**src/common/dag_pkg.sv**
```systemverilog
package dag_pkg;
  localparam int PTR_W  = 12;
  localparam int DATA_W = 8;
  localparam int PAIRS  = 3;
  localparam int AV_ADDR_W = 14;

  // Register locations, one per SFR address; bus index equals SFR address
  localparam logic [11:0] PLAIN_ADDR_0   = 12'hfef;
  localparam logic [11:0] PLAIN_ADDR_1   = 12'hfe7;  // indirect_operand_one
  localparam logic [11:0] PLAIN_ADDR_2   = 12'hfdf;
  localparam logic [11:0] OFS_UP         = 12'h001;
  localparam logic [11:0] OFS_DOWN       = 12'h002;
  localparam logic [11:0] OFS_PRE        = 12'h003;
  localparam logic [11:0] OFS_ACC        = 12'h004;
  localparam logic [11:0] OFS_HI         = 12'h005;
  localparam logic [11:0] OFS_LO         = 12'h006;
  localparam logic [11:0] BANK_SEL_ADDR  = 12'hfe0;
  localparam logic [11:0] CFG_ADDR       = 12'hfd0;
  localparam logic [11:0] LAST_LO_ADDR   = 12'hfd1;
  localparam logic [11:0] LAST_HI_ADDR   = 12'hfd2;
  localparam int          CFG_EXT_BIT    = 0;

  // Address map limits and reset values
  localparam logic [7:0]  ILO_LIMIT      = 8'h5f;
  localparam logic [7:0]  ACCESS_SPLIT   = 8'h80;
  localparam logic [3:0]  ACCESS_HI_BANK = 4'hf;
  localparam logic [3:0]  ACCESS_LO_BANK = 4'h0;
  localparam logic [11:0] PTR_RST        = 12'h000;
  localparam logic [3:0]  BANK_RST       = 4'h0;
  localparam logic        EXT_RST        = 1'b0;
  localparam logic [11:0] LAST_RST       = 12'h000;

  typedef enum logic [2:0] {DAG_OP_NONE, DAG_OP_PLAIN, DAG_OP_DOWN, DAG_OP_UP, DAG_OP_PRE, DAG_OP_ACC} dag_op_t;

  typedef struct packed {
    logic       hit;
    logic [1:0] pair;
    dag_op_t    op;
  } dag_vop_t;

  typedef struct packed {
    logic       hit;
    logic [1:0] pair;
    logic       hi;
  } dag_pbyte_t;

  function automatic logic [11:0] plain_addr(input logic [1:0] n);
    case (n)
      2'h0:    plain_addr = PLAIN_ADDR_0;
      2'h1:    plain_addr = PLAIN_ADDR_1;
      default: plain_addr = PLAIN_ADDR_2;
    endcase
  endfunction : plain_addr

  // Which virtual operand, if any, sits at an address
  function automatic dag_vop_t vop_decode(input logic [11:0] a);
    dag_vop_t   r;
    logic [1:0] nn;
    logic [11:0] b;
    r = '{hit: 1'b0, pair: 2'h0, op: DAG_OP_NONE};
    for (int n = 0; n < PAIRS; n++) begin
      nn = 2'(n);
      b  = plain_addr(nn);
      if (a == b) r = '{hit: 1'b1, pair: nn, op: DAG_OP_PLAIN};
      if (a == 12'(b - OFS_UP)) r = '{hit: 1'b1, pair: nn, op: DAG_OP_UP};
      if (a == 12'(b - OFS_DOWN)) r = '{hit: 1'b1, pair: nn, op: DAG_OP_DOWN};
      if (a == 12'(b - OFS_PRE)) r = '{hit: 1'b1, pair: nn, op: DAG_OP_PRE};
      if (a == 12'(b - OFS_ACC)) r = '{hit: 1'b1, pair: nn, op: DAG_OP_ACC};
    end
    return r;
  endfunction : vop_decode

  // Which pointer byte, if any, sits at an address
  function automatic dag_pbyte_t pbyte_decode(input logic [11:0] a);
    dag_pbyte_t r;
    logic [1:0] nn;
    logic [11:0] b;
    r = '{hit: 1'b0, pair: 2'h0, hi: 1'b0};
    for (int n = 0; n < PAIRS; n++) begin
      nn = 2'(n);
      b  = plain_addr(nn);
      if (a == 12'(b - OFS_LO)) r = '{hit: 1'b1, pair: nn, hi: 1'b0};
      if (a == 12'(b - OFS_HI)) r = '{hit: 1'b1, pair: nn, hi: 1'b1};
    end
    return r;
  endfunction : pbyte_decode
endpackage : dag_pkg

```
**src/common/dag_ptr_if.sv**
```systemverilog
`timescale 1ns/10ps
interface dag_ptr_if;
  logic [11:0] value;
  logic        step_up;
  logic        step_down;
  logic        load_lo;
  logic        load_hi;
  logic [7:0]  load_data;
  modport unit (input step_up, input step_down, input load_lo, input load_hi, input load_data, output value);
  modport ctrl (output step_up, output step_down, output load_lo, output load_hi, output load_data, input value);
endinterface : dag_ptr_if

```
**src/design/dag_ptr_unit.sv**
```systemverilog
`timescale 1ns/10ps
module dag_ptr_unit (
  input wire logic mclk,
  input wire logic rst_n,
  input wire logic ce,
  dag_ptr_if.unit  ptr
);
  logic [11:0] value_r;
  logic [11:0] value_nxt;

  // A byte load beats a step so a write through the own operand is stored plainly
  assign value_nxt = ptr.load_lo   ? {value_r[11:8], ptr.load_data} :
                     ptr.load_hi   ? {ptr.load_data[3:0], value_r[7:0]} :
                     ptr.step_up   ? 12'(value_r + 12'h001) :  // RULE_07
                     ptr.step_down ? 12'(value_r - 12'h001) :  // RULE_07
                     value_r;

  // Whole 12-bit pair, so low-byte wrap carries into the high nibble
  always_ff @(posedge mclk or negedge rst_n) begin
    if (!rst_n) value_r <= dag_pkg::PTR_RST;
    else if (ce) value_r <= value_nxt;
  end

  assign ptr.value = value_r;
endmodule : dag_ptr_unit

```
**src/design/dag_top.sv**
```systemverilog
// Our own choice: the Avalon-MM register port.
`timescale 1ns/10ps
// What this block does
// RULE_01: After-step-down operand uses pointer, then decrements
// RULE_02: After-step-up operand uses pointer, then increments
// RULE_03: Before-step-up operand increments, then uses pointer
// RULE_04: Accumulator offset adds signed accumulator to pointer
// RULE_05: Accumulator offset changes neither accumulator nor pointer
// RULE_06: Plain operand uses pointer unchanged
// RULE_07: Steps act on whole pair with carry
// RULE_08: Pointer steps never touch status flags
// RULE_09: Indirect read of virtual operand returns zero
// RULE_10: Indirect write to virtual operand does nothing
// RULE_11: Write through own operand stores without stepping
// RULE_12: Pointer bytes are ordinary directly accessible registers
// RULE_13: Literal offset mode only when extended enable set
// RULE_14: Extended, access bank, file 5Fh or less
// RULE_15: Literal offset target is file plus pair two
// RULE_16: File 60h up maps to access RAM
// RULE_17: Bank-select mode uses bank register, any file
// RULE_18: Inherent and literal instructions unaffected by mode
// RULE_19: Pairs zero and one unaffected by mode
// RULE_20: Window spans pair two to plus 95
// RULE_21: Pair is two bytes, 12-bit address
// RULE_22: Banked address is bank register plus file
// RULE_23: Offset sums wrap within 12 bits
module dag_top (
  input  wire logic        mclk,
  input  wire logic        rst_n,
  input  wire logic        ce,
  input  wire logic [13:0] avs_address,
  input  wire logic        avs_read,
  input  wire logic        avs_write,
  input  wire logic [31:0] avs_writedata,
  input  wire logic [3:0]  avs_byteenable,
  output wire logic [31:0] avs_readdata,
  output wire logic        avs_waitrequest,
  input  wire logic        ex_valid,
  input  wire logic [7:0]  ex_file,
  input  wire logic        ex_access_bank,
  input  wire logic        ex_full,
  input  wire logic [11:0] ex_full_addr,
  input  wire logic        ex_write,
  input  wire logic [7:0]  ex_wdata,
  input  wire logic [7:0]  ex_accum,
  output wire logic        mem_req,
  output wire logic        mem_we,
  output wire logic [11:0] mem_addr,
  output wire logic [7:0]  mem_wdata,
  output wire logic        rd_local,
  output wire logic [7:0]  rd_data,
  output wire logic        done
);
  dag_ptr_if pif [dag_pkg::PAIRS] ();

  logic [11:0]         pp_val [dag_pkg::PAIRS];
  logic [3:0]          bank_r;
  logic                ext_en_r;
  logic [11:0]         last_r;
  logic                wait_r;
  logic [31:0]         rdata_r;
  logic                mem_req_r;
  logic                mem_we_r;
  logic [11:0]         mem_addr_r;
  logic [7:0]          mem_wdata_r;
  logic                rd_local_r;
  logic [7:0]          rd_data_r;
  logic                done_r;

  // Direct address forms
  wire logic           ilo_sel;
  wire logic [11:0]    acc_addr;
  wire logic [11:0]    bank_addr;
  wire logic [11:0]    ilo_addr;
  wire logic [11:0]    dir_addr;
  assign ilo_sel   = ext_en_r && !ex_full && !ex_access_bank && (ex_file <= dag_pkg::ILO_LIMIT); // RULE_13 RULE_14
  assign acc_addr  = (ex_file < dag_pkg::ACCESS_SPLIT) ? {dag_pkg::ACCESS_LO_BANK, ex_file}
                                                      : {dag_pkg::ACCESS_HI_BANK, ex_file};  // RULE_16
  assign bank_addr = {bank_r, ex_file};  // RULE_17 RULE_22
  assign ilo_addr  = 12'(pp_val[2] + {4'h0, ex_file});  // RULE_15 RULE_20 RULE_23
  // Full addresses ignore the bank register; literal offset only under the mode bit
  assign dir_addr  = ex_full ? ex_full_addr : ex_access_bank ? bank_addr : ilo_sel ? ilo_addr : acc_addr;

  // Indirect resolution through a virtual operand
  dag_pkg::dag_vop_t   src;
  dag_pkg::dag_vop_t   tgt_v;
  dag_pkg::dag_pbyte_t tgt_p;
  wire logic [11:0]    base;
  wire logic [11:0]    acc_sx;
  wire logic [11:0]    ind_addr;
  wire logic [11:0]    tgt_addr;
  assign src      = dag_pkg::vop_decode(dir_addr);
  assign base     = pp_val[src.pair];
  assign acc_sx   = {{4{ex_accum[7]}}, ex_accum};  // RULE_05
  assign ind_addr = (src.op == dag_pkg::DAG_OP_PRE) ? 12'(base + 12'h001) :  // RULE_03
                    (src.op == dag_pkg::DAG_OP_ACC) ? 12'(base + acc_sx) :   // RULE_04 RULE_23
                    base;  // RULE_01 RULE_02 RULE_06
  assign tgt_addr = src.hit ? ind_addr : dir_addr;
  assign tgt_v    = dag_pkg::vop_decode(tgt_addr);
  assign tgt_p    = dag_pkg::pbyte_decode(tgt_addr);

  // Special cases of pointers aimed at pointers
  wire logic           null_acc;
  wire logic           self_load;
  wire logic           bank_hit;
  wire logic           local_hit;
  assign null_acc  = src.hit && tgt_v.hit;  // RULE_09 RULE_10
  assign self_load = src.hit && ex_write && tgt_p.hit && (tgt_p.pair == src.pair);  // RULE_11
  assign bank_hit  = (tgt_addr == dag_pkg::BANK_SEL_ADDR);
  assign local_hit = null_acc || tgt_p.hit || bank_hit;

  // Bus side: index equals SFR address, data in the low byte
  wire logic           bus_req;
  wire logic           bus_go;
  wire logic           bus_wr_go;
  wire logic [11:0]    bus_idx;
  wire logic [7:0]     bus_byte;
  dag_pkg::dag_pbyte_t bus_p;
  assign bus_req   = avs_read || avs_write;
  assign bus_go    = bus_req && !wait_r;
  assign bus_wr_go = bus_go && avs_write && avs_byteenable[0];
  assign bus_idx   = avs_address[13:2];
  assign bus_byte  = avs_writedata[7:0];
  assign bus_p     = dag_pkg::pbyte_decode(bus_idx);

  // Per-pair commands; a core load wins over a bus load on the same pair
  wire logic [2:0] core_ld;
  wire logic [2:0] bus_ld;
  wire logic [2:0] stepping;
  wire logic       core_go;
  assign core_go = ce && ex_valid;
  for (genvar g = 0; g < dag_pkg::PAIRS; g++) begin : g_pair
    assign core_ld[g]  = ex_valid && ex_write && !null_acc && tgt_p.hit && (tgt_p.pair == 2'(g));  // RULE_12
    assign bus_ld[g]   = bus_wr_go && bus_p.hit && (bus_p.pair == 2'(g));
    assign stepping[g] = ex_valid && src.hit && (src.pair == 2'(g)) && !self_load;  // RULE_11 RULE_19
    // Steps feed only the pointer; no status flag leaves this block
    assign pif[g].step_up   = stepping[g] && (src.op == dag_pkg::DAG_OP_UP || src.op == dag_pkg::DAG_OP_PRE);  // RULE_02 RULE_03 RULE_08
    assign pif[g].step_down = stepping[g] && (src.op == dag_pkg::DAG_OP_DOWN);  // RULE_01 RULE_08
    assign pif[g].load_lo   = core_ld[g] ? !tgt_p.hi : (bus_ld[g] && !bus_p.hi);
    assign pif[g].load_hi   = core_ld[g] ? tgt_p.hi : (bus_ld[g] && bus_p.hi);
    assign pif[g].load_data = core_ld[g] ? ex_wdata : bus_byte;
    assign pp_val[g]        = pif[g].value;  // RULE_21
    dag_ptr_unit u_ptr (
      .mclk  (mclk),
      .rst_n (rst_n),
      .ce    (ce),
      .ptr   (pif[g])
    );
  end

  // Local read data for pointer bytes, bank register and virtual targets
  wire logic [7:0] pb_val;
  wire logic [7:0] local_rd;
  assign pb_val   = tgt_p.hi ? {4'h0, pp_val[tgt_p.pair][11:8]} : pp_val[tgt_p.pair][7:0];
  assign local_rd = null_acc ? 8'h00 : tgt_p.hit ? pb_val : {4'h0, bank_r};  // RULE_09

  // Bus read mux; unmapped and virtual indices read zero
  wire logic [7:0] bus_pb;
  wire logic [7:0] bus_rd;
  assign bus_pb = bus_p.hi ? {4'h0, pp_val[bus_p.pair][11:8]} : pp_val[bus_p.pair][7:0];
  assign bus_rd = bus_p.hit ? bus_pb :
                  (bus_idx == dag_pkg::BANK_SEL_ADDR) ? {4'h0, bank_r} :
                  (bus_idx == dag_pkg::CFG_ADDR)      ? {7'h00, ext_en_r} :
                  (bus_idx == dag_pkg::LAST_LO_ADDR)  ? last_r[7:0] :
                  (bus_idx == dag_pkg::LAST_HI_ADDR)  ? {4'h0, last_r[11:8]} : 8'h00;

  // Bank register: core write wins over a bus write in the same cycle
  always_ff @(posedge mclk or negedge rst_n) begin
    if (!rst_n) bank_r <= dag_pkg::BANK_RST;
    else if (core_go && ex_write && !null_acc && bank_hit) bank_r <= ex_wdata[3:0];
    else if (ce && bus_wr_go && bus_idx == dag_pkg::BANK_SEL_ADDR) bank_r <= bus_byte[3:0];
  end

  // Extended mode bit, software only; last target kept as status
  always_ff @(posedge mclk or negedge rst_n) begin
    if (!rst_n) begin
      ext_en_r <= dag_pkg::EXT_RST;
      last_r   <= dag_pkg::LAST_RST;
    end else if (ce) begin
      if (bus_wr_go && bus_idx == dag_pkg::CFG_ADDR) ext_en_r <= bus_byte[dag_pkg::CFG_EXT_BIT];  // RULE_13
      if (ex_valid) last_r <= tgt_addr;
    end
  end

  // Wait one cycle, and longer while the core is busy, so the core never stalls
  always_ff @(posedge mclk or negedge rst_n) begin
    if (!rst_n) begin
      wait_r  <= 1'b1;
      rdata_r <= 32'h0000_0000;
    end else if (ce) begin
      wait_r <= !(bus_req && wait_r && !ex_valid);
      if (wait_r) rdata_r <= {24'h00_0000, bus_rd};
    end
  end

  // Core answer, one cycle after the request; inherent ops simply never arrive here
  always_ff @(posedge mclk or negedge rst_n) begin
    if (!rst_n) begin
      mem_req_r   <= 1'b0;
      mem_we_r    <= 1'b0;
      mem_addr_r  <= dag_pkg::LAST_RST;
      mem_wdata_r <= 8'h00;
      rd_local_r  <= 1'b0;
      rd_data_r   <= 8'h00;
      done_r      <= 1'b0;
    end else if (ce) begin
      mem_req_r   <= ex_valid && !local_hit;  // RULE_10 RULE_18
      mem_we_r    <= ex_valid && !local_hit && ex_write;
      mem_addr_r  <= tgt_addr;
      mem_wdata_r <= ex_wdata;
      rd_local_r  <= ex_valid && !ex_write && local_hit;
      rd_data_r   <= local_rd;
      done_r      <= ex_valid;
    end
  end

  assign avs_readdata    = rdata_r;
  assign avs_waitrequest = wait_r;
  assign mem_req         = mem_req_r;
  assign mem_we          = mem_we_r;
  assign mem_addr        = mem_addr_r;
  assign mem_wdata       = mem_wdata_r;
  assign rd_local        = rd_local_r;
  assign rd_data         = rd_data_r;
  assign done            = done_r;

  // Checks on the resolved address and pointer updates
  wire logic chk;
  assign chk = core_go && src.hit && !bus_wr_go && !self_load && !(|core_ld);

  a_post_dec_step: assert property (@(posedge mclk) disable iff (!rst_n) // RULE_01
    chk && src.op == dag_pkg::DAG_OP_DOWN |=> pp_val[$past(src.pair)] == 12'($past(base) - 12'h001)
      && ($past(null_acc) || mem_addr_r == $past(base))) else $error("post decrement wrong");
  a_post_inc_step: assert property (@(posedge mclk) disable iff (!rst_n) // RULE_02
    chk && src.op == dag_pkg::DAG_OP_UP |=> pp_val[$past(src.pair)] == 12'($past(base) + 12'h001)
      && mem_addr_r == $past(base)) else $error("post increment wrong");
  a_pre_inc_addr: assert property (@(posedge mclk) disable iff (!rst_n) // RULE_03
    chk && src.op == dag_pkg::DAG_OP_PRE |=> mem_addr_r == pp_val[$past(src.pair)]
      && mem_addr_r == 12'($past(base) + 12'h001)) else $error("pre increment wrong");
  a_acc_index_addr: assert property (@(posedge mclk) disable iff (!rst_n) // RULE_04
    chk && src.op == dag_pkg::DAG_OP_ACC |=> mem_addr_r == 12'($past(base) + $past(acc_sx)))
    else $error("accumulator offset address wrong");
  a_acc_index_keep: assert property (@(posedge mclk) disable iff (!rst_n) // RULE_05
    chk && (src.op == dag_pkg::DAG_OP_ACC || src.op == dag_pkg::DAG_OP_PLAIN) |=> pp_val[$past(src.pair)] == $past(base))
    else $error("pointer changed without step");
  a_null_read_zero: assert property (@(posedge mclk) disable iff (!rst_n) // RULE_09
    core_go && null_acc && !ex_write |=> rd_local_r && rd_data_r == 8'h00 && !mem_req_r)
    else $error("virtual read not zero");
  a_null_write_void: assert property (@(posedge mclk) disable iff (!rst_n) // RULE_10
    core_go && null_acc && ex_write && !bus_wr_go |=> !mem_we_r && $stable(bank_r))
    else $error("virtual write had effect");
  a_self_load_plain: assert property (@(posedge mclk) disable iff (!rst_n) // RULE_11
    core_go && self_load && !tgt_p.hi |=> pp_val[$past(src.pair)][7:0] == $past(ex_wdata))
    else $error("self write stepped");
  a_ilo_window: assert property (@(posedge mclk) disable iff (!rst_n) // RULE_15
    core_go && ilo_sel && !src.hit |=> mem_addr_r == 12'($past(pp_val[2]) + {4'h0, $past(ex_file)}))
    else $error("literal offset address wrong");
  a_bank_direct: assert property (@(posedge mclk) disable iff (!rst_n) // RULE_17
    core_go && !ex_full && ex_access_bank && !src.hit |=> mem_addr_r == {$past(bank_r), $past(ex_file)})
    else $error("banked address wrong");

  c_post_inc: cover property (@(posedge mclk) disable iff (!rst_n) chk && src.op == dag_pkg::DAG_OP_UP);
  c_null_read: cover property (@(posedge mclk) disable iff (!rst_n) core_go && null_acc && !ex_write);
  c_ilo_access: cover property (@(posedge mclk) disable iff (!rst_n) core_go && ilo_sel);
  c_bus_write: cover property (@(posedge mclk) disable iff (!rst_n) ce && bus_wr_go);
endmodule : dag_top

```
**config.mk**
```make
export PLATFORM = sky130hd
export DESIGN_NAME = dag_top
export DESIGN_NICKNAME = d
export VERILOG_FILES = /design/src/common/dag_pkg.sv /design/src/common/dag_ptr_if.sv /design/src/design/dag_ptr_unit.sv /design/src/design/dag_top.sv
export SDC_FILE = /design/constraint.sdc
export NUM_CORES = 1
export LEC_CHECK = 0
export BUFFER_PORTS_ARGS = -buffer_cell sky130_fd_sc_hd__clkbuf_2
export CAP_MARGIN = 20
export CORE_MARGIN = 8
export CORE_UTILIZATION = 50
export CTS_CLUSTER_SIZE = 40
export DETAILED_ROUTE_END_ITERATION = 8
export MAX_ROUTING_LAYER = met4
export PLACE_DENSITY_LB_ADDON = 0.2
export SYNTH_ARGS = -nofsm -noshare
export SYNTH_HDL_FRONTEND = slang
export SYNTH_SLANG_ARGS = --single-unit
```
**constraint.sdc**
```tcl
create_clock -name mclk -period 8 [get_ports mclk]
set_input_delay 1.6 -clock mclk [delete_from_list [all_inputs] [get_ports mclk]]
set_output_delay 1.6 -clock mclk [all_outputs]
set_load 0.02 [all_outputs]
```
* Yosys cells after proc, flatten, opt, wreduce, memory -nomap -nowiden
Cells that the tools add are included.
** Cells by class
- Muxes and demuxes :: 90
- Reduce and logical (&&, ||, !) cells :: 86
- Magnitude comparators :: 5
- Bitwise operators :: 6
- Add/sub/neg operators :: 9
- Equality and inequality tests :: 61
** Operators with widths (count)
- 12-bit equality test, second input constant :: 47
- 12-bit 2-to-1 mux :: 22
- 6-bit 2-to-1 mux :: 30
- 8-bit 2-to-1 mux :: 14
- 12-bit binary-select mux with 2-bit select :: 3
- 4-bit 2-to-1 mux :: 15
- 1-bit logical AND :: 52
- 12-bit by 1-bit adder with 12-bit output, second input constant :: 4
- 12-bit by 1-bit subtractor with 12-bit output, second input constant :: 3
- 3-bit AND reduction :: 6
- 3-bit nonzero test :: 6
- 12-bit adder :: 1
- 12-bit by 8-bit adder with 12-bit output :: 1
- 1-bit logical NOT :: 11
- 3-bit greater-or-equal comparator, second input constant :: 3
- 2-bit inverter with 3-bit output :: 3
- 8-bit by 7-bit less-or-equal comparator with 1-bit output, second input constant :: 1
- 8-bit < comparator, second input constant :: 1
- 2-bit by 1-bit equality test with 1-bit output, second input constant :: 3
- 2-bit equality test, second input constant :: 3
- 3-bit by 2-bit equality test with 1-bit output, second input constant :: 2
- 3-bit equality test, second input constant :: 2
- 2-bit logical NOT :: 3
- 1-bit 2-to-1 mux :: 6
- 6 further kinds :: 15
** Word-level totals
- Register bits after elaboration :: 94
- Output and inout port bits :: 65
- Bits of input ports :: 95

* Depth between registers and ports, before layout
- Depth after elaboration :: 55
- Gate-level depth with buffers :: 45

* Cells and area by module
Synthesis repeated with hierarchy kept, for this count alone.
** Unflattened totals
- Cells, all modules :: 1223
- Area total of the unflattened synthesis :: 10059.6 um^2
** By module, submodules not included
- dag_top :: cells each 848, times used 1, area an instance 6790.3 um^2
- dag_ptr_unit :: cells each 125, times used 3, area an instance 1089.8 um^2

* Least setup slack after synthesis
Ideal clock, no wire load.
- Kind :: in2reg
- Start :: input port ex_file[0]
- End :: register g_pair[0].u_ptr.value_r[11]
- Stages on the path :: 44
- Required time :: 7.871 ns
- Arrival time :: 9.843 ns
- Library setup time :: 0.129 ns
- Setup slack :: -1.972 ns
- Cells stage by stage :: ha_1 inv_1 fa_1 nand2b_1 a21o_1 a211oi_1 o221a_2 o211a_1 and4_1 buf_2 buf_1 nand2_1 o21ai_0 inv_1 ha_1 nand2_1 o21ai_0 a31oi_1 (+8 left out) clkbuf_1 o41a_1 inv_1 ha_1 a21o_1 a21oi_1 o21bai_1 a21oi_1 o21bai_1 a21oi_1 o21bai_1 a21oi_1 o21bai_1 a21oi_1 xnor2_1 a21oi_1 o21ai_0 o21ai_1
** Between the ends
- Longest elaborated chain between the ends :: 52
- Elaborated cells between the ends (all ways) :: 120
** Ends and longest elaborated chain
- from (decl) :: RTL line dag_top.sv:39 : input wire logic [7:0] ex_file,
- 8-bit < comparator or 8-bit by 7-bit less-or-equal comparator with 1-bit output (tied branches) :: RTL line dag_top.sv:77, dag_top.sv:76
- 12-bit 2-to-1 mux or 1-bit logical AND (tied branches) :: RTL line dag_top.sv:77, dag_top.sv:76
- 12-bit 2-to-1 mux :: RTL line dag_top.sv:82 : assign dir_addr = ex_full ? ex_full_addr : ex_access_bank ? bank_addr : ilo_sel ? ilo_addr : acc_addr;
- 12-bit 2-to-1 mux (*) (2 in a row) :: RTL line dag_top.sv:82
- 12-bit equality test :: RTL line dag_pkg.sv:65 : if (a == 12'(b - OFS_UP)) r = '{hit: 1'b1, pair: nn, op: DAG_OP_UP};
- 6-bit 2-to-1 mux :: RTL line dag_pkg.sv:65
- 6-bit 2-to-1 mux :: RTL line dag_pkg.sv:66 : if (a == 12'(b - OFS_DOWN)) r = '{hit: 1'b1, pair: nn, op: DAG_OP_DOWN};
- 6-bit 2-to-1 mux :: RTL line dag_pkg.sv:67 : if (a == 12'(b - OFS_PRE)) r = '{hit: 1'b1, pair: nn, op: DAG_OP_PRE};
- (+33 left out)
- 6-bit 2-to-1 mux :: RTL line dag_pkg.sv:67
- 6-bit 2-to-1 mux :: RTL line dag_pkg.sv:68 : if (a == 12'(b - OFS_ACC)) r = '{hit: 1'b1, pair: nn, op: DAG_OP_ACC};
- 1-bit logical AND :: RTL line dag_top.sv:107 : assign null_acc = src.hit && tgt_v.hit;
- 1-bit logical NOT :: RTL line dag_top.sv:133 : assign core_ld[g] = ex_valid && ex_write && !null_acc && tgt_p.hit && (tgt_p.pair == 2'(g));
- 1-bit logical AND (3 in a row) :: RTL line dag_top.sv:133
- 1-bit 2-to-1 mux, on equally long branches :: RTL line dag_top.sv:140, dag_top.sv:139
- 3-bit nonzero test (no source line) or 1-bit inverter (tied branches)
- 3-bit AND reduction (no source line)
- to (signal assigned) :: RTL line dag_ptr_unit.sv:20 : if (!rst_n) value_r <= dag_pkg::PTR_RST;
- to (signal assigned) :: RTL line dag_ptr_unit.sv:21 : else if (ce) value_r <= value_nxt;
- to (decl) :: RTL line dag_ptr_unit.sv:8 : logic [11:0] value_r;
Mark *: on every way between the ends. The rest lies on a longest branch, timed or not. The select of a mux whose other input is x is not followed.
A chain may end at the register's enable or synchronous reset.

* Worst setup path after layout
- Start :: input port ex_file[0]
- End :: register g_pair[1].u_ptr.value_r[10]
** Between the ends
- Longest elaborated chain between the ends :: 52
- Elaborated cells between the ends (all ways) :: 120
** Ends and longest elaborated chain (RTL line)
- 8-bit < comparator or 8-bit by 7-bit less-or-equal comparator with 1-bit output (tied branches) :: dag_top.sv:77, dag_top.sv:76
- 12-bit 2-to-1 mux or 1-bit logical AND (tied branches) :: dag_top.sv:77, dag_top.sv:76
- 12-bit 2-to-1 mux :: dag_top.sv:82
- 12-bit 2-to-1 mux (*) (2 in a row) :: dag_top.sv:82
- 12-bit equality test :: dag_pkg.sv:65
- 6-bit 2-to-1 mux :: dag_pkg.sv:65
- 6-bit 2-to-1 mux :: dag_pkg.sv:66
- 6-bit 2-to-1 mux :: dag_pkg.sv:67
- (+33 left out)
- 6-bit 2-to-1 mux :: dag_pkg.sv:67
- 6-bit 2-to-1 mux :: dag_pkg.sv:68
- 1-bit logical AND :: dag_top.sv:107
- 1-bit logical NOT :: dag_top.sv:133
- 1-bit logical AND (3 in a row) :: dag_top.sv:133
- 1-bit 2-to-1 mux, on equally long branches :: dag_top.sv:140, dag_top.sv:139
- 3-bit nonzero test (no source line) or 1-bit inverter (tied branches)
- 3-bit AND reduction (no source line)
- to (signal assigned) :: dag_ptr_unit.sv:20
- to (signal assigned) :: dag_ptr_unit.sv:21
- to (decl) :: dag_ptr_unit.sv:8
Marks and branches as above.

==> results.yml <==
route:
  ant_nets: 0
  wirelength_mm: 42.80
  vias_per_cell: 6.106
  drt_iter0_markers: 1106
  wire_per_inst_microns: 22.39
  remaining_drc_errors: 0
  dr_total_vias: 11675
  firstDrtPassIters: 6
worst_setup_path:
  crit_fanout: 5
  crit_type: "in -> reg"
  max_stage_delay_ns: 0.52
  start_kind: "primary input"
  slowest_stage: "or4b_4"
  cp_data_arrival_time_ns: 9.46
  cp_common_cell: "a21oi_1"
  end_kind: "register"
  cp_data_required_time_ns: 8.25
timing:
  slew_headroom: 0.3469
  slew_viol_final: 0
  finalHoldViolations: 0
  skew_ns: 0.01597
  fin_hold_ws_ns: 0.4881
  finalSetupViolations: 37
  tightest_slew_ns: 0.9722
  final.min_clock_period_ns: 9.206
  post-route-period-util: 1.151
  rsz0062_at_grt: "yes"
  max_freq_ghz: 0.1086
  worst_slack_ns: -1.206
run_status:
  violations: "setup timing"
  status: "finished with violations"
floorplan:
  die_area_sq_mm: 0.02435
  num_rows: 51
  core_sq_mm: 0.01933
  ioPinCount: 160
  start_util: 0.5072
  fp.dieW_microns: 156.0
  chipHeight_microns: 156.0
cells_and_area:
  final_area_sq_mm: 0.01452
  syn_to_final_growth_pct: 48.12
  final_util: 0.7512
  drive_gt1_frac: 0.4386
  layout.nets: 1792
  layout_commonest_cell: "buf_4"
  fillers: 1462
  mostFrequentLayoutCells: "352 x buf_4, 109 x nand2_1, 103 x clkbuf_2"
clock_network:
  cts_tree: "yes"
  clk_pin_slew_ns: 0.08
  numCtsBuffers: 9
  htree_levels: 3
  cts_sinks: 94
  clk_latency_ns: 0.37
  root_buffer: "clkbuf_16"
  clockBufferDepth: 2
synthesis:
  synth-seq-cells: 94
  yosys.area.top_type_share: 0.2373
  async_reset_ff_frac: 1.000
  synth.area.top_cells: "dfrtp_1 24%, ha_1 6.5%, a21oi_1 5.0%"
  syn_area_sq_mm: 0.009806
  ys_warn_count: 0
  yosysTopAreaCell: "dfrtp_1"
  yosysSeqAreaShare: 0.2400
  synth_ff_type: "dfrtp_1"
  synth_edf_count: 0
  syn_inst: 1197
  yosysUniqueCellTypes: 102
  syn_area_per_cell_sq_um: 8.192
global_routing:
  antenna_found_initial: 1
  grt_pass1_vias: 11324
  overflow: 0
  grt_max_degree: 73
  grt_pass1_wl_mm: 62.93
  grt_usage: 0.3441
power_and_ir_drop:
  clockPowerShare: 0.333
  p_int_mw: 0.8933
  seqPwrFrac: 0.380
  p_leak_nw: 6.820
  swShare: 0.3376
  power.density_mw_per_mm2: 92.85
  ir_drop_mv: 0.1134
  p_switching_mw: 0.4553
  p_comb_frac: 0.287
placed_design:
  place.port_buffers: 106
  place_congestion: 1.016
  post-dp-hpwl_mm: 32.09
  postPlaceCellArea_sq_mm: 0.01287
hold_path:
  hold_class: "reg -> reg"
flow_run:
  drv_cap: 0
[sequential cells by signal, summed over array words and instances, names as in the netlist, 4 cells and up]
| register | cells |
|---|---|
| avs_readdata | 8 |
| last_r | 12 |
| bank_r | 4 |
| mem_wdata | 8 |
| g_pair.u_ptr.ptr.value | 36 |
| mem_addr | 12 |
| rd_data | 8 |
[Yosys cell counts, types with 8 or more instances]
cell type	count
nand2_1	110
a21oi_1	98
dfrtp_1	93
nor2_1	89
o21ai_0	69
inv_1	59
ha_1	51
mux2_2	42
o22ai_1	40
xnor2_1	32
nand3_1	29
mux2i_1	28
buf_4	26
clkbuf_1	25
o21bai_1	25
a211oi_1	20
nor3_1	19
a22oi_1	17
buf_2	17
a21o_1	16
a31oi_1	15
and2_1	15
xor2_1	15
o211ai_1	14
nand4_1	12
and3_1	11
o21ai_1	11
or4_1	10
a211o_1	9
nand2b_1	9
o22a_1	9
nor2b_1	8
[cell families (layout without fill, tap and decap cells)]
| group | Yosys count | in the layout | synth area share |
|---|---|---|---|
| buf+inv | 136 | 562 | 0.06648 |
| other cells | 1 | 25 | 0.0003824 |
| mux | 83 | 83 | 0.09787 |
| flops | 94 | 94 | 0.2400 |
| xor+xnor | 47 | 47 | 0.04198 |
| fa+ha+maj | 56 | 56 | 0.07528 |
| simple gates | 348 | 348 | 0.1757 |
| compound gates | 432 | 432 | 0.3023 |
[power groups by stage]
stage                     Combinational [mW]  Clock (mW)  Sequential (mW)
after detailed placement               0.345           0            0.522
after global routing                   0.412       0.469            0.516
final                                  0.387       0.449            0.513
after CTS                              0.364       0.450            0.513
after global placement                 0.342           0            0.521
after floorplan                        0.168           0            0.536
[per-stage QoR]
stage | power (mW) | setup slack, ns | std cells | setup TNS, ns
floorplan | 0.7039 | -0.9968 | 1220 | -10.52
global placement | 0.8625 | -1.416 | 1824 | -32.00
detailed placement | 0.8673 | -1.525 | 1824 | -35.38
CTS | 1.327 | -0.7735 | 1885 | -9.625
global route | 1.397 | -1.436 | 1912 | -26.86
finish | 1.349 | -1.206 | 1912 | -19.20
[cell type report]
cell class / count / area, sq um / share of cell area
inverters: 61 / 231.5 / 0.01594
clock inverters: 7 / 83.83 / 0.005772
multi-input cells: 990 / 7729 / 0.5321
clock buffers: 9 / 225.2 / 0.01551
repair buffers: 485 / 3567 / 0.2456
well taps: 265 / 331.6 / 0.02283
diodes: 1 / 2.502 / 0.0001723
flip-flops and latches: 94 / 2354 / 0.1620
[worst paths after layout]
check                                                          from                                   endpoint  slack (ns)  cells past startpoint
setup reg to reg           g_pair[2].u_ptr.ptr.value[0]$_DFFE_PN0P_  g_pair[1].u_ptr.ptr.value[10]$_DFFE_PN0P_       -0.37                     46
min in group asynchronous                                     rst_n   g_pair[1].u_ptr.ptr.value[2]$_DFFE_PN0P_        1.12                      1
hold / removal                          avs_readdata[3]$_DFFE_PN0P_                avs_readdata[3]$_DFFE_PN0P_        0.49                      2
max in group asynchronous                                     rst_n                      last_r[8]$_DFFE_PN0P_        5.63                      2
hold reg to reg                         avs_readdata[3]$_DFFE_PN0P_                avs_readdata[3]$_DFFE_PN0P_        0.49                      2
setup / recovery                                         ex_file[0]  g_pair[1].u_ptr.ptr.value[10]$_DFFE_PN0P_       -1.21                     47
[per-layer routing]
metal,wire length (microns),vias up,track usage
li1,-,5344,-
met1,17280,5606,0.4088
met2,20240,573,0.5668
met3,3169,152,0.05845
met4,2112,0,0.1483
met5,0,-,-
[critical path: cells and delay by family]
| family | cells | cell delay (ns) |
|---|---|---|
| buf+inv | 11 | 1.18 |
| xor+xnor | 2 | 0.27 |
| compound gates | 20 | 3.31 |
| mux | 1 | 0.27 |
| fa+ha+maj | 4 | 1.00 |
| simple gates | 9 | 1.83 |
[timing repair]
item / 4_1_cts / 5_1_grt
hold buffers: 0 / 0
buffers inserted: 48 / 33
cloned: 0 / 2
gates resized for setup: 76 / 104
endpoints found under the setup margin: 40 / 44
pin swaps: 48 / 98
endpoints found under the hold margin: 0 / 0
No activity file was read; power rests on OpenSTA's default activity.
